### src/fmc_pkg.sv
// fan monitor configuration: offsets, layouts, reset values, timing counts
// assumes an 8-bit register access port fed by the serial management front end
package fmc_pkg;

  // ************************************************
  // register offsets and reset values
  // ************************************************
  localparam logic [7:0] FMC_OFS_LIMIT = 8'h7a;
  localparam logic [7:0] FMC_OFS_PULSE = 8'h7b;
  localparam logic [7:0] FMC_OFS_CFG5  = 8'h7c;
  localparam logic [7:0] FMC_RST_LIMIT = 8'h00;
  localparam logic [7:0] FMC_RST_PULSE = 8'h55;
  localparam logic [7:0] FMC_RST_CFG5  = 8'h00;
  localparam logic [7:0] FMC_RD_UNMAP  = 8'h00;

  // ************************************************
  // thermal timer figures
  // ************************************************
  localparam int         FMC_TICK_TIME_US = 22760;
  localparam int         FMC_CLK_MHZ      = 200;
  localparam int         FMC_TICK_CYCLES  = FMC_TICK_TIME_US * FMC_CLK_MHZ;
  localparam logic [7:0] FMC_STATUS_TICKS = 8'h02;
  localparam logic [7:0] FMC_TMR_MAX      = 8'hff;

  // ************************************************
  // field layouts
  // ************************************************
  typedef struct packed {
    logic [1:0] fourth_fan_pulse_sel;
    logic [1:0] third_fan_pulse_sel;
    logic [1:0] second_fan_pulse_sel;
    logic [1:0] first_fan_pulse_sel;
  } fmc_pulse_sel_s;

  typedef struct packed {
    logic [3:0] unused;
    logic       aux_pin_polarity;
    logic       aux_pin_direction;
    logic       drive_freq_band;
    logic       twos_compl;
  } fmc_cfg5_s;

  typedef struct packed {
    logic       wr;
    logic       rd;
    logic [7:0] addr;
    logic [7:0] wdata;
  } fmc_reg_req_s;

endpackage

### src/fmc_regs.sv
// fan monitor configuration registers and thermal assertion timer
// assumes reg_req is on sys_clk; overtemp and aux pin come from pins
`timescale 1ns/10ps

// Notes on behaviour
// limit is 8 bits, one step per 22.76 ms timer tick
// timer above limit sets the fourth_fan_pulse_sel or timer status flag; the code sets it only while overtemp_signal_mode is high
// limit zero sets the flag as soon as overtemp is asserted; the code sets it only while overtemp_signal_mode is high
// limit register is read/write and resets to zero
// pulse select holds four 2-bit fan fields, fan 1 lowest
// field code n selects n plus one tach pulses per measurement
// pulse select register resets to 0x55
// config bit 0 set selects twos complement, clear selects offset 64
// format output follows the bit at once after any change
// config bit 1 zero high drive frequency, one low
// aux pin enabled: bit 2 zero input, one output
// aux pin output: bit 3 zero active low, one active high
// timer status upper seven bits read zero until the timer reaches 45.52 ms
// fourth_fan_pulse_sel mask suppresses alert for timer event in thermal mode
// lock set makes config register ignore writes
// timer compared with limit on every tick while asserted; the code compares only while overtemp_signal_mode is high
// upper four config bits ignore writes and read zero
module fmc_regs #(
  parameter int TICK_CYCLES = fmc_pkg::FMC_TICK_CYCLES
) (
  input  wire logic                    sys_clk,
  input  wire logic                    rst_n,
  input  wire fmc_pkg::fmc_reg_req_s   reg_req,
  output logic [7:0]                   reg_rdata,
  input  wire logic                    overtemp_signal_n,
  input  wire logic                    overtemp_signal_mode,
  input  wire logic                    fourth_fan_pulse_sel_mask,
  input  wire logic                    flag_clr,
  input  wire logic                    status_rd,
  input  wire logic                    cfg_lock,
  input  wire logic                    aux_pin_en,
  input  wire logic                    aux_pin_level,
  input  wire logic                    aux_pin_in,
  output logic                         aux_pin_out,
  output logic                         aux_pin_oe_n,
  output logic                         aux_pin_state,
  output logic                         fourth_fan_pulse_sel_or_timer_flag,
  output logic                         alert_output_n,
  output logic [7:0]                   timer_status,
  output logic [7:0]                   assert_limit_value,
  output fmc_pkg::fmc_pulse_sel_s      pulse_sel,
  output fmc_pkg::fmc_cfg5_s           cfg5
);
  import fmc_pkg::*;

  // ************************************************
  // state
  // ************************************************
  logic [31:0]    div;
  logic [7:0]     tmr;
  logic           asrt;
  logic           ot_s1;
  logic           ot_s2;
  logic           ot_prev;
  logic           aux_s1;
  logic           aux_s2;
  logic [31:0]    next_div;
  logic [7:0]     next_tmr;
  logic           next_asrt;
  logic           next_flag;
  logic [7:0]     next_limit;
  fmc_pulse_sel_s next_pulse;
  fmc_cfg5_s      next_cfg5;
  logic [7:0]     next_rdata;
  logic [7:0]     next_status;
  logic           next_alert_n;
  logic           next_aux_out;
  logic           next_aux_oe_n;
  logic           tick;
  logic           asserted;

  assign asserted = ~ot_s2;
  assign tick     = (div == 32'(TICK_CYCLES - 1));

  // ************************************************
  // next values
  // ************************************************
  always_comb begin
    next_limit = assert_limit_value;
    next_pulse = pulse_sel;
    next_cfg5  = cfg5;
    next_rdata = reg_rdata;
    if (reg_req.wr) begin
      unique case (reg_req.addr)
        FMC_OFS_LIMIT: next_limit = reg_req.wdata;
        FMC_OFS_PULSE: next_pulse = fmc_pulse_sel_s'(reg_req.wdata);
        FMC_OFS_CFG5: begin
          if (!cfg_lock) begin
            next_cfg5 = fmc_cfg5_s'({4'h0, reg_req.wdata[3:0]});
          end
        end
        default: next_limit = assert_limit_value;
      endcase
    end
    if (reg_req.rd) begin
      unique case (reg_req.addr)
        FMC_OFS_LIMIT: next_rdata = assert_limit_value;
        FMC_OFS_PULSE: next_rdata = pulse_sel;
        FMC_OFS_CFG5:  next_rdata = cfg5;
        default:       next_rdata = FMC_RD_UNMAP;
      endcase
    end
    next_div = tick ? 32'h0 : div + 32'h1;
    next_tmr = tmr;
    if (status_rd) begin
      next_tmr = 8'h00;
    end
    if (asserted && tick && tmr != FMC_TMR_MAX) begin
      next_tmr = tmr + 8'h01;
    end
    next_asrt = asrt;
    if (status_rd) begin
      next_asrt = 1'b0;
    end
    if (asserted && !ot_prev) begin
      next_asrt = 1'b1;
    end
    next_flag = fourth_fan_pulse_sel_or_timer_flag;
    if (flag_clr) begin
      next_flag = 1'b0;
    end
    if (overtemp_signal_mode && asserted) begin
      if (assert_limit_value == 8'h00) begin
        next_flag = 1'b1;
      end else if (tick && next_tmr > assert_limit_value) begin
        next_flag = 1'b1;
      end
    end
    next_status   = (next_tmr >= FMC_STATUS_TICKS) ? next_tmr : {7'h00, next_asrt};
    next_alert_n  = ~(next_flag & overtemp_signal_mode & ~fourth_fan_pulse_sel_mask);
    next_aux_oe_n = ~(aux_pin_en & next_cfg5.aux_pin_direction);
    next_aux_out  = aux_pin_level ? next_cfg5.aux_pin_polarity
                                  : ~next_cfg5.aux_pin_polarity;
  end

  // ************************************************
  // registers
  // ************************************************
  always_ff @(posedge sys_clk) begin
    if (!rst_n) begin
      assert_limit_value <= FMC_RST_LIMIT;
      pulse_sel          <= fmc_pulse_sel_s'(FMC_RST_PULSE);
      cfg5               <= fmc_cfg5_s'(FMC_RST_CFG5);
      reg_rdata          <= 8'h00;
      div                <= 32'h0;
      tmr                <= 8'h00;
      asrt               <= 1'b0;
      fourth_fan_pulse_sel_or_timer_flag <= 1'b0;
      timer_status       <= 8'h00;
      alert_output_n     <= 1'b1;
      aux_pin_out        <= 1'b0;
      aux_pin_oe_n       <= 1'b1;
      aux_pin_state      <= 1'b0;
      ot_s1              <= 1'b1;
      ot_s2              <= 1'b1;
      ot_prev            <= 1'b1;
      aux_s1             <= 1'b0;
      aux_s2             <= 1'b0;
    end else begin
      assert_limit_value <= next_limit;
      pulse_sel          <= next_pulse;
      cfg5               <= next_cfg5;
      reg_rdata          <= next_rdata;
      div                <= next_div;
      tmr                <= next_tmr;
      asrt               <= next_asrt;
      fourth_fan_pulse_sel_or_timer_flag <= next_flag;
      timer_status       <= next_status;
      alert_output_n     <= next_alert_n;
      aux_pin_out        <= next_aux_out;
      aux_pin_oe_n       <= next_aux_oe_n;
      aux_pin_state      <= aux_s2;
      ot_s1              <= overtemp_signal_n;
      ot_s2              <= ot_s1;
      ot_prev            <= ot_s2;
      aux_s1             <= aux_pin_in;
      aux_s2             <= aux_s1;
    end
  end

  // ************************************************
  // assertions
  // ************************************************
  a_zero_limit_flag: assert property (@(posedge sys_clk) disable iff (!rst_n)
    overtemp_signal_mode && asserted && assert_limit_value == 8'h00 |=> fourth_fan_pulse_sel_or_timer_flag)
    else $error("zero limit did not raise flag");
  a_limit_exceed_flag: assert property (@(posedge sys_clk) disable iff (!rst_n)
    overtemp_signal_mode && asserted && tick && tmr != FMC_TMR_MAX
    && (tmr + 8'h01) > assert_limit_value |=> fourth_fan_pulse_sel_or_timer_flag)
    else $error("limit exceeded without flag");
  a_flag_cause: assert property (@(posedge sys_clk) disable iff (!rst_n)
    $rose(fourth_fan_pulse_sel_or_timer_flag) |-> $past(asserted) && $past(overtemp_signal_mode))
    else $error("flag set without asserted input");
  a_reset_values: assert property (@(posedge sys_clk)
    !rst_n |=> pulse_sel == 8'h55 && assert_limit_value == 8'h00 && cfg5 == 8'h00)
    else $error("wrong reset values");
  a_limit_write: assert property (@(posedge sys_clk) disable iff (!rst_n)
    reg_req.wr && reg_req.addr == FMC_OFS_LIMIT |=> assert_limit_value == $past(reg_req.wdata))
    else $error("limit write lost");
  a_lock_holds_cfg: assert property (@(posedge sys_clk) disable iff (!rst_n)
    cfg_lock |=> $stable(cfg5))
    else $error("locked config changed");
  a_unused_zero: assert property (@(posedge sys_clk) disable iff (!rst_n)
    cfg5.unused == 4'h0)
    else $error("unused config bits set");
  a_status_low_zero: assert property (@(posedge sys_clk) disable iff (!rst_n)
    tmr < FMC_STATUS_TICKS |-> timer_status[7:1] == 7'h00)
    else $error("status upper bits early");
  a_alert_masked: assert property (@(posedge sys_clk) disable iff (!rst_n)
    !alert_output_n |-> fourth_fan_pulse_sel_or_timer_flag && !$past(fourth_fan_pulse_sel_mask))
    else $error("alert without unmasked flag");
  a_aux_drive_dir: assert property (@(posedge sys_clk) disable iff (!rst_n)
    aux_pin_en && cfg5.aux_pin_direction && !reg_req.wr |=> !aux_pin_oe_n)
    else $error("aux pin not driven");
  a_pulse_readback: assert property (@(posedge sys_clk) disable iff (!rst_n)
    reg_req.rd && reg_req.addr == FMC_OFS_PULSE |=> reg_rdata == $past(pulse_sel))
    else $error("pulse select readback wrong");

endmodule

### config.mk
export PLATFORM = sky130hd
export DESIGN_NAME = fmc_regs
export DESIGN_NICKNAME = d
export VERILOG_FILES = /design/src/fmc_pkg.sv /design/src/fmc_regs.sv
export SDC_FILE = /design/constraint.sdc
export NUM_CORES = 1
export LEC_CHECK = 0
export BUFFER_PORTS_ARGS = -buffer_cell sky130_fd_sc_hd__buf_2
export CORE_MARGIN = 4
export CORE_UTILIZATION = 52
export CTS_BUF_LIST = sky130_fd_sc_hd__clkbuf_2
export DETAILED_ROUTE_END_ITERATION = 10
export PLACE_DENSITY = 0.78
export SLEW_MARGIN = 40
export SYNTH_ARGS = -nofsm -noshare
export SYNTH_HDL_FRONTEND = slang
export SYNTH_SLANG_ARGS = --single-unit
### constraint.sdc
create_clock -name sys_clk -period 2.83 [get_ports sys_clk]
set_clock_uncertainty 0.2 [all_clocks]
set_input_delay 0.283 -clock sys_clk [delete_from_list [all_inputs] [get_ports sys_clk]]
set_output_delay 0.283 -clock sys_clk [all_outputs]
set_load 0.01 [all_outputs]
==> flow_summary.json, run 1 <==
{
  "grt_use_total_pct": 24.6,
  "clk_pin_slew_worst_paths_ns": 0.23,
  "pre_cts_slack_ns": -0.239,
  "synthTopCellsByArea": "dfxtp_1 43%, nor2_1 6.0%, xor2_1 5.2%",
  "synth_most_common_cell": "dfxtp_1",
  "dp_hpwl_mm": 7.45,
  "worst_slack_ns": -0.139,
  "fmax_mhz": 337,
  "swShare_pct": 24.6,
  "die_h_um": 95.8,
  "hold_class": "in2reg",
  "relSlewSlack_pct": 61.9,
  "seqPwrFrac_pct": 62.6,
  "status": "finished, violations left",
  "comb_power_share_pct": 6.4,
  "cap_violations": 0,
  "syn_area_mm2": 0.00401,
  "cts_tree": "built",
  "synth_common_cells": "87 x dfxtp_1, 64 x nor2_1, 45 x nand2_1",
  "start_util_pct": 54.4,
  "antenna_found_initial": 0,
  "synth_area_per_cell_um2": 8.79,
  "p_int_mw": 1.50,
  "p_switching_mw": 0.488,
  "grt_max_degree": 32,
  "endpoint_kind": "flip-flop",
  "overflow": 0,
  "p_leak_nw": 2.41,
  "crit_path_start_kind": "flip-flop",
  "routed_wl_mm": 10.7,
  "cts-root-buf": "clkbuf_2",
  "die_area_mm2": 0.00918,
  "ys_async_sr_fraction_pct": 0,
  "htree_levels": 3,
  "grt_pass1_vias": 3752,
  "drtPass1Iterations": 5,
  "cts_buffer_depth": 2,
  "maxSlewViolCount": 0,
  "worstMarginPinSlew_ns": 0.567,
  "hold_ws_ns": 0.0537,
  "routedWlPerCell_um": 15.0,
  "nets": 652,
  "critical_path_required_ns": 3.08,
  "drive_gt1_share_pct": 31.7,
  "synth_edf_count": 0,
  "clkLatencyLatePin_ns": 0.53,
  "fin_area_mm2": 0.00543,
  "syn2layout_area_growth_pct": 35.5,
  "place_area_mm2": 0.00482,
  "drt_iter0_markers": 177,
  "multi_input_area_mm2": 0.00224,
  "p_clk_share_pct": 30.9,
  "critPathArrivalTime_ns": 3.21,
  "fillerInstances": 518,
  "vias": 3883,
  "ys.flop_type": "dfxtp_1",
  "final_util_pct": 73.7,
  "critPathKind": "reg2reg",
  "diodes": 0,
  "setup_violations": 2,
  "synth_seq_cells": 87,
  "synth.yosys.seq_area_share_pct": 43.4,
  "cts_buffers": 9,
  "synth_warnings": 0,
  "drtAntennaViolNets": 0,
  "io-pin-count": 74,
  "die_x_um": 95.8,
  "yosys.cell_types.count": 59,
  "coreArea_mm2": 0.00737,
  "syn_inst": 456,
  "period_minus_slack_ns": 2.97,
  "yosysTopAreaCell": "dfxtp_1",
  "place.port_buffers": 69,
  "rows": 31,
  "place_congestion": 0.877,
  "vias_per_cell": 5.42,
  "worstPathMaxFanout": 6,
  "regArea_mm2": 0.00176,
  "vdd_drop_max_mv": 0.275,
  "yosysTopAreaCellShare_pct": 43.4,
  "rsz0062_at_grt": "yes",
  "violations": "negative setup slack",
  "grt_pass1_wl_mm": 17.7,
  "hold_viol": 0,
  "pwr_density_cell_mw_per_mm2": 365,
  "drc": 0,
  "fin_crit_sh_pct": 105,
  "cts_num_sinks": 87
}
## final cells by class
type / instances / share of cell area [%]
Timing Repair Buffer: 166 / 21.1
Inverter: 13 / 0.898
Tap cell: 99 / 2.28
Clock buffer: 9 / 0.829
Multi-Input combinational cell: 336 / 41.3
Clock inverter: 7 / 1.17
Sequential cell: 87 / 32.4
## critical path, stage by stage (launching register included)
cell and delay, ns:
dfxtp_1 0.38, nor4_4 0.30, nand3_1 0.15, nor4_4 0.26
buf_4 0.18, a21oi_4 0.08, o21ai_2 0.15, o21ai_2 0.09
ha_1 0.29, o21a_1 0.11, o21a_1 0.16, o211ai_1 0.16
a21oi_1 0.10, o2111ai_1 0.18, a31oi_1 0.10
## sequential cells by signal (all words and copies together) (netlist names), 4 cells and up
name and flops:
timer_status 8, assert_limit_value 8, cfg5 4, pulse_sel 8, reg_rdata 8, div 32, tmr 8
## logic make-up (layout without fill, tap and decap cells)
family	count (synthesis)	in the layout	synth area share, %
XOR/XNOR	32	32	6.99
multiplexers	14	14	3.56
flip-flops	87	87	43.4
AO/OA/AOI/OAI	55	55	8.74
adder cells (fa/ha/maj)	10	10	3.12
buffers and inverters	36	195	4.06
other	1	4	0.0935
AND/OR/NAND/NOR	221	221	30.0
## metrics by stage
step                      TNS (ns)  cells  power (mW)
after CTS                   -0.419    712        1.99
after global routing        -0.639    717        2.07
after global placement      -0.224    660        1.37
final                       -0.256    717        1.99
after detailed placement    -0.462    660        1.37
after floorplan            -0.0359    459        1.32
## placed cells by master (no fill, tap or decap), types with 8 or more instances in the layout
master	n
xnor2_1	8
mux2i_1	12
a21oi_1	15
o21ai_0	9
nand3_1	26
nand4_1	16
xor2_1	24
and2_1	13
inv_1	13
buf_2	69
dlygate4sd3_1	28
buf_4	68
nand2_1	42
nor2_1	63
clkbuf_2	9
and3_1	10
dfxtp_1	78
## final timing paths
path              startpoint  cells past startpoint                                 end  slack (ns)
setup / recovery     div[29]                     14  fourth_fan_pulse_sel_or_timer_flag       -0.14
hold / removal    reg_req[9]                      4                        reg_rdata[2]        0.05
setup reg to reg     div[29]                     14  fourth_fan_pulse_sel_or_timer_flag       -0.14
hold reg to reg        ot_s1                      1                               ot_s2        0.26
## per-layer routing
layer  GRT usage, %  vias up  part of all wire (%)
met5              0        -                     0
li1               -     1884                     -
met3           5.71       17                   6.0
met2           40.7      136                    48
met1           31.2     1846                    44
met4           9.24        0                   1.6
## power by group through the flow
stage / Combinational, mW / Clock, mW / Sequential [mW]
2_1_floorplan: 0.0496 / 0 / 1.27
3_3_place_gp: 0.0970 / 0 / 1.27
3_5_place_dp: 0.0994 / 0 / 1.27
4_1_cts: 0.123 / 0.625 / 1.24
5_1_grt: 0.140 / 0.683 / 1.25
6_report: 0.128 / 0.614 / 1.24
## repair_timing
item | in CTS | in global routing
hold buffers | 28 | 0
pin swaps | 12 | 11
buffers inserted | 8 | 5
gates cloned | 0 | 0
endpoints found under the hold margin | 40 | 0
resized for setup | 17 | 20
endpoints found under the setup margin | 2 | 2
Power figures use the tool's default switching activity.
==> run 2, diff against run 1 <==
CORE_UTILIZATION = 60   (was 52)
PLACE_DENSITY = 0.85   (was 0.78)
clock period = 3.68 ns   (was 2.83 ns; I/O delays follow)
==> run 2 against run 1 <==
Compared with the run above:
- the run now ends clean
- final cell count decreased by 13%
- sequential power decreased by 22%
- power decreased by 20%
- die area decreased by 12%
- clock-buffer cell count unchanged
- register-to-register slack improved by 0.47 ns
- largest cell class unchanged
- largest power group unchanged
==> flow_summary.json, run 2 (synthesis gave the netlist of run 1 again) <==
{
  "syn2layout_area_growth_pct": 18.4,
  "vdd_drop_max_mv": 0.313,
  "fin_crit_sh_pct": 91.1,
  "grt_use_total_pct": 25.4,
  "routed_wl_mm": 10.1,
  "final_common_cell": "dfxtp_1",
  "grt_max_degree": 33,
  "pwr_density_cell_mw_per_mm2": 332,
  "r2r-end": "alert_output_n",
  "dp_hpwl_mm": 6.80,
  "overflow": 0,
  "endpoint_kind": "flip-flop",
  "relSlewSlack_pct": 62.0,
  "die_x_um": 89.8,
  "drtPass1Iterations": 5,
  "routedWlPerCell_um": 16.1,
  "worst_slack_ns": 0.328,
  "nets": 582,
  "start_util_pct": 62.4,
  "vias": 3632,
  "hold_depth": 5,
  "status": "finished clean",
  "diodes": 0,
  "die_area_mm2": 0.00806,
  "place_congestion": 0.955,
  "critPathKind": "reg2reg",
  "drt_iter0_markers": 195,
  "antenna_found_initial": 0,
  "cts-root-buf": "clkbuf_2",
  "drtAntennaViolNets": 0,
  "worstReg2RegStart": "tmr[0]",
  "p_leak_nw": 2.02,
  "maxSlewViolCount": 0,
  "pre_cts_slack_ns": 0.421,
  "crit_path_start_kind": "flip-flop",
  "vias_per_cell": 5.81,
  "drive_gt1_share_pct": 19.3,
  "rows": 29,
  "top_register": "div",
  "place.port_buffers": 69,
  "drc": 0,
  "io-pin-count": 74,
  "final_cell_mix": "87 x dfxtp_1, 69 x buf_2, 64 x nor2_1, 44 x nand2_1",
  "worstPathMaxFanout": 8,
  "hold_viol": 0,
  "hold_class": "in2reg",
  "critical_path_required_ns": 4.03,
  "period_minus_slack_ns": 3.35,
  "htree_levels": 3,
  "holdPathEnd": "reg_rdata[4]",
  "die_h_um": 89.8,
  "rsz0062_at_grt": "no",
  "cts_num_sinks": 87,
  "critPathArrivalTime_ns": 3.71,
  "dp.cells": 583,
  "cap_violations": 0,
  "fin_setup_tns_ns": 0,
  "grt_pass1_wl_mm": 17.1,
  "hold_start": "reg_req[10]",
  "final_cells": 625,
  "grt_pass1_vias": 3682,
  "setup_violations": 0,
  "coreArea_mm2": 0.00642,
  "clkLatencyLatePin_ns": 0.57,
  "cts_tree": "built",
  "regToRegSetupSlack_ns": 0.33,
  "rr_worst_depth": 13,
  "worstMarginPinSlew_ns": 0.569,
  "cts_buffer_depth": 2,
  "cts_buffers": 9,
  "clk_pin_slew_worst_paths_ns": 0.29,
  "fmax_mhz": 298,
  "largest_register_ffs": 32
}
## run 2: how the worst max path moves through the flow
| stage | slack (ns) | cells past startpoint | end | startpoint |
|---|---|---|---|---|
| finish | 0.33 | 13 | alert_output_n | tmr[0] |
| global route | 0.08 | 14 | alert_output_n | tmr[1] |
| CTS | 0.39 | 14 | fourth_fan_pulse_sel_or_timer_flag | tmr[0] |
| detailed placement | 0.42 | 14 | fourth_fan_pulse_sel_or_timer_flag | tmr[0] |
| global placement | 0.56 | 14 | fourth_fan_pulse_sel_or_timer_flag | tmr[0] |
| floorplan | 0.70 | 14 | fourth_fan_pulse_sel_or_timer_flag | tmr[0] |
## run 2: layer usage
metal / up-vias / part of all wire [%] / track usage [%]
li1: 1747 / - / -
met1: 1731 / 40 / 30.0
met4: 0 / 2.6 / 9.45
met3: 25 / 5.6 / 5.84
met5: - / 0 / 0
met2: 129 / 52 / 45.1
## run 2: layout make-up
type | instances | area [um2]
multi-input combinational | 336 | 2120
sequential | 87 | 1740
fill | 447 | 1670
timing repair buffer | 96 | 613
tap | 77 | 96.3
clock inverter | 7 | 85.1
inverter | 13 | 48.8
clock buffer | 9 | 45.0
## run 2: per-stage QoR
stage	cell area, um2	power (mW)	utilization, %	hold WS [ns]
floorplan	4020	1.02	-	0.186
global placement	4360	1.04	67.8	0.192
detailed placement	4360	1.04	67.9	0.206
CTS	4750	1.58	74.0	0.0408
global route	4750	1.64	74.0	0.0655
finish	4750	1.58	74.0	0.0800
## run 2: report_power, final
| group | switching [mW] | total (mW) | internal (mW) |
|---|---|---|---|
| Sequential | 0.00659 | 0.961 | 0.954 |
| Clock | 0.360 | 0.534 | 0.174 |
| Combinational | 0.0453 | 0.0843 | 0.0390 |
## run 2: worst max-delay path, cell delays in order, from the launching register on
cell and delay, ns:
dfxtp_1 0.46, ha_1 0.27, and4_1 0.28, nand4_1 0.16, a21oi_2 0.43, o21ai_0 0.17, o21ai_1 0.17, ha_1 0.29
o21a_1 0.11, o21a_1 0.17, o211ai_1 0.17, a21oi_1 0.11, o21ai_0 0.19, a31o_2 0.17
## run 2: what timing repair did
item | CTS | global route
hold buffers | 26 | 0
hold endpoints to repair | 37 | 0
gates resized for setup | 0 | 0
setup buffers | 0 | 0
==> run 3, diff against run 2 <==
CTS_BUF_LIST = unset   (was sky130_fd_sc_hd__clkbuf_2)
PLACE_DENSITY = unset   (was 0.85)
PLACE_DENSITY_LB_ADDON = 0.25   (was unset)
==> run 3 against run 2 <==
Compared with the run above:
- largest power group unchanged
- via count fell by 7.2%
- non-clock buffer count down 22
- critical path depth up 1
- worst setup slack better by 0.090 ns
==> flow_summary.json, run 3 (synthesis gave the netlist of run 1 again) <==
{
  "status": "finished clean",
  "final_util_pct": 71.2,
  "cts_tree": "built",
  "dp.cells": 584,
  "crit_path_start_kind": "flip-flop",
  "cap_violations": 0,
  "crit_chain": "ha_1, and4_1, a41oi_1, nand4_4, nand3_1, nand2_1, ha_1, nor2b_1, o21a_1, o21a_1, o211ai_1, a21oi_1, o21ai_0, a31o_2",
  "routedWlPerCell_um": 14.6,
  "cts_buffers": 9,
  "pwr_density_cell_mw_per_mm2": 357,
  "die_h_um": 89.8,
  "final_cells": 603,
  "nets": 560,
  "fmax_mhz": 307,
  "fin_area_mm2": 0.00458,
  "relSlewSlack_pct": 58.3,
  "critPathArrivalTime_ns": 3.37,
  "worstMarginPinSlew_ns": 0.620,
  "max_stage_delay_ns": 0.34,
  "rsz0062_at_grt": "no",
  "hold_depth": 3,
  "p_int_mw": 1.23,
  "drt_iter0_markers": 153,
  "drc": 0,
  "swShare_pct": 24.6,
  "setup_violations": 0,
  "overflow": 0,
  "rows": 29,
  "io-pin-count": 74,
  "vdd_drop_max_mv": 0.273,
  "multi_input_area_mm2": 0.00212,
  "largest_register_ffs": 32,
  "drtAntennaViolNets": 0,
  "comb_power_share_pct": 4.2,
  "top_register": "div",
  "ctsHoldBuffers": 3,
  "grt_pass1_vias": 3251,
  "maxSlewViolCount": 0,
  "period_minus_slack_ns": 3.26,
  "hold_ws_ns": 0.0538,
  "cts_num_sinks": 87,
  "htree_levels": 3,
  "drtPass1Iterations": 5,
  "slowest_stage": "dfxtp_1",
  "fillerInstances": 521,
  "clk_pin_slew_worst_paths_ns": 0.09,
  "p_clk_share_pct": 37.4,
  "final_cell_mix": "87 x dfxtp_1, 69 x buf_2, 64 x nor2_1, 44 x nand2_1, 26 x nand3_1",
  "die_area_mm2": 0.00806,
  "worstPathMaxFanout": 10,
  "grt_pass1_wl_mm": 14.8,
  "antenna_found_initial": 0,
  "fin_setup_tns_ns": 0,
  "dp_hpwl_mm": 6.55,
  "post_cts_buffers": 0,
  "diodes": 0,
  "ctsResizeCount": 0,
  "endpoint_kind": "flip-flop",
  "final_common_cell": "dfxtp_1",
  "vias": 3369,
  "hold_class": "in2reg",
  "seqPwrFrac_pct": 58.5,
  "regArea_mm2": 0.00174,
  "critical_path_required_ns": 3.79,
  "p_leak_nw": 1.96,
  "grt_use_total_pct": 22.0,
  "rr_worst_depth": 14,
  "start_util_pct": 62.4,
  "critPathKind": "reg2reg",
  "grt_max_degree": 33,
  "place.port_buffers": 69,
  "clkLatencyLatePin_ns": 0.36,
  "place_congestion": 0.878,
  "cts-root-buf": "clkbuf_8",
  "coreArea_mm2": 0.00642,
  "fin_crit_sh_pct": 88.6,
  "drive_gt1_share_pct": 20.2,
  "place_area_mm2": 0.00437,
  "syn2layout_area_growth_pct": 14.1,
  "routed_wl_mm": 8.80,
  "vias_per_cell": 5.59,
  "die_x_um": 89.8,
  "hold_viol": 0,
  "cts_buffer_depth": 2,
  "p_switching_mw": 0.403
}
-- run 3: area by class of cell --
type	instances	share of cell area, %
inverter	13	1.07
clock buffer	10	2.79
tap	77	2.11
clock inverter	6	1.12
sequential	87	38.1
timing repair buffer	74	8.53
multi-input combinational	336	46.3
-- run 3: critical path: cells and delay by family, from the launching register on --
family          cells  cell delay (ns)
compound gates      7             1.29
simple gates        5             0.80
flops               1             0.34
fa+ha+maj           2             0.57
-- run 3: layer usage --
metal	share of wire [%]	global-route usage, %	routed length, um	up-vias
li1	-	-	-	1698
met1	43	26.0	3770	1569
met2	50	38.1	4380	87
met3	5.6	6.09	494	15
met4	1.7	8.17	153	0
met5	0	0	0	-
-- run 3: path summary, 6_finish.rpt --
kind / startpoint / slack [ns] / to
hold reg to reg: ot_s1 / 0.23 / ot_s2
setup / recovery: tmr[0] / 0.42 / alert_output_n
setup reg to reg: tmr[0] / 0.42 / alert_output_n
hold / removal: reg_req[6] / 0.05 / pulse_sel[6]
-- run 3: power groups by stage --
stage / registers (mW) / logic (mW) / clock network (mW)
floorplan: 0.978 / 0.0378 / 0
global placement: 0.977 / 0.0640 / 0
detailed placement: 0.978 / 0.0654 / 0
CTS: 0.956 / 0.0680 / 0.628
global route: 0.957 / 0.0766 / 0.670
finish: 0.956 / 0.0684 / 0.611
-- run 3: stage by stage --
stage | setup slack, ns | total power, mW
CTS | 0.447 | 1.65
global placement | 0.552 | 1.04
detailed placement | 0.468 | 1.04
global route | 0.161 | 1.70
finish | 0.419 | 1.64
floorplan | 0.704 | 1.02
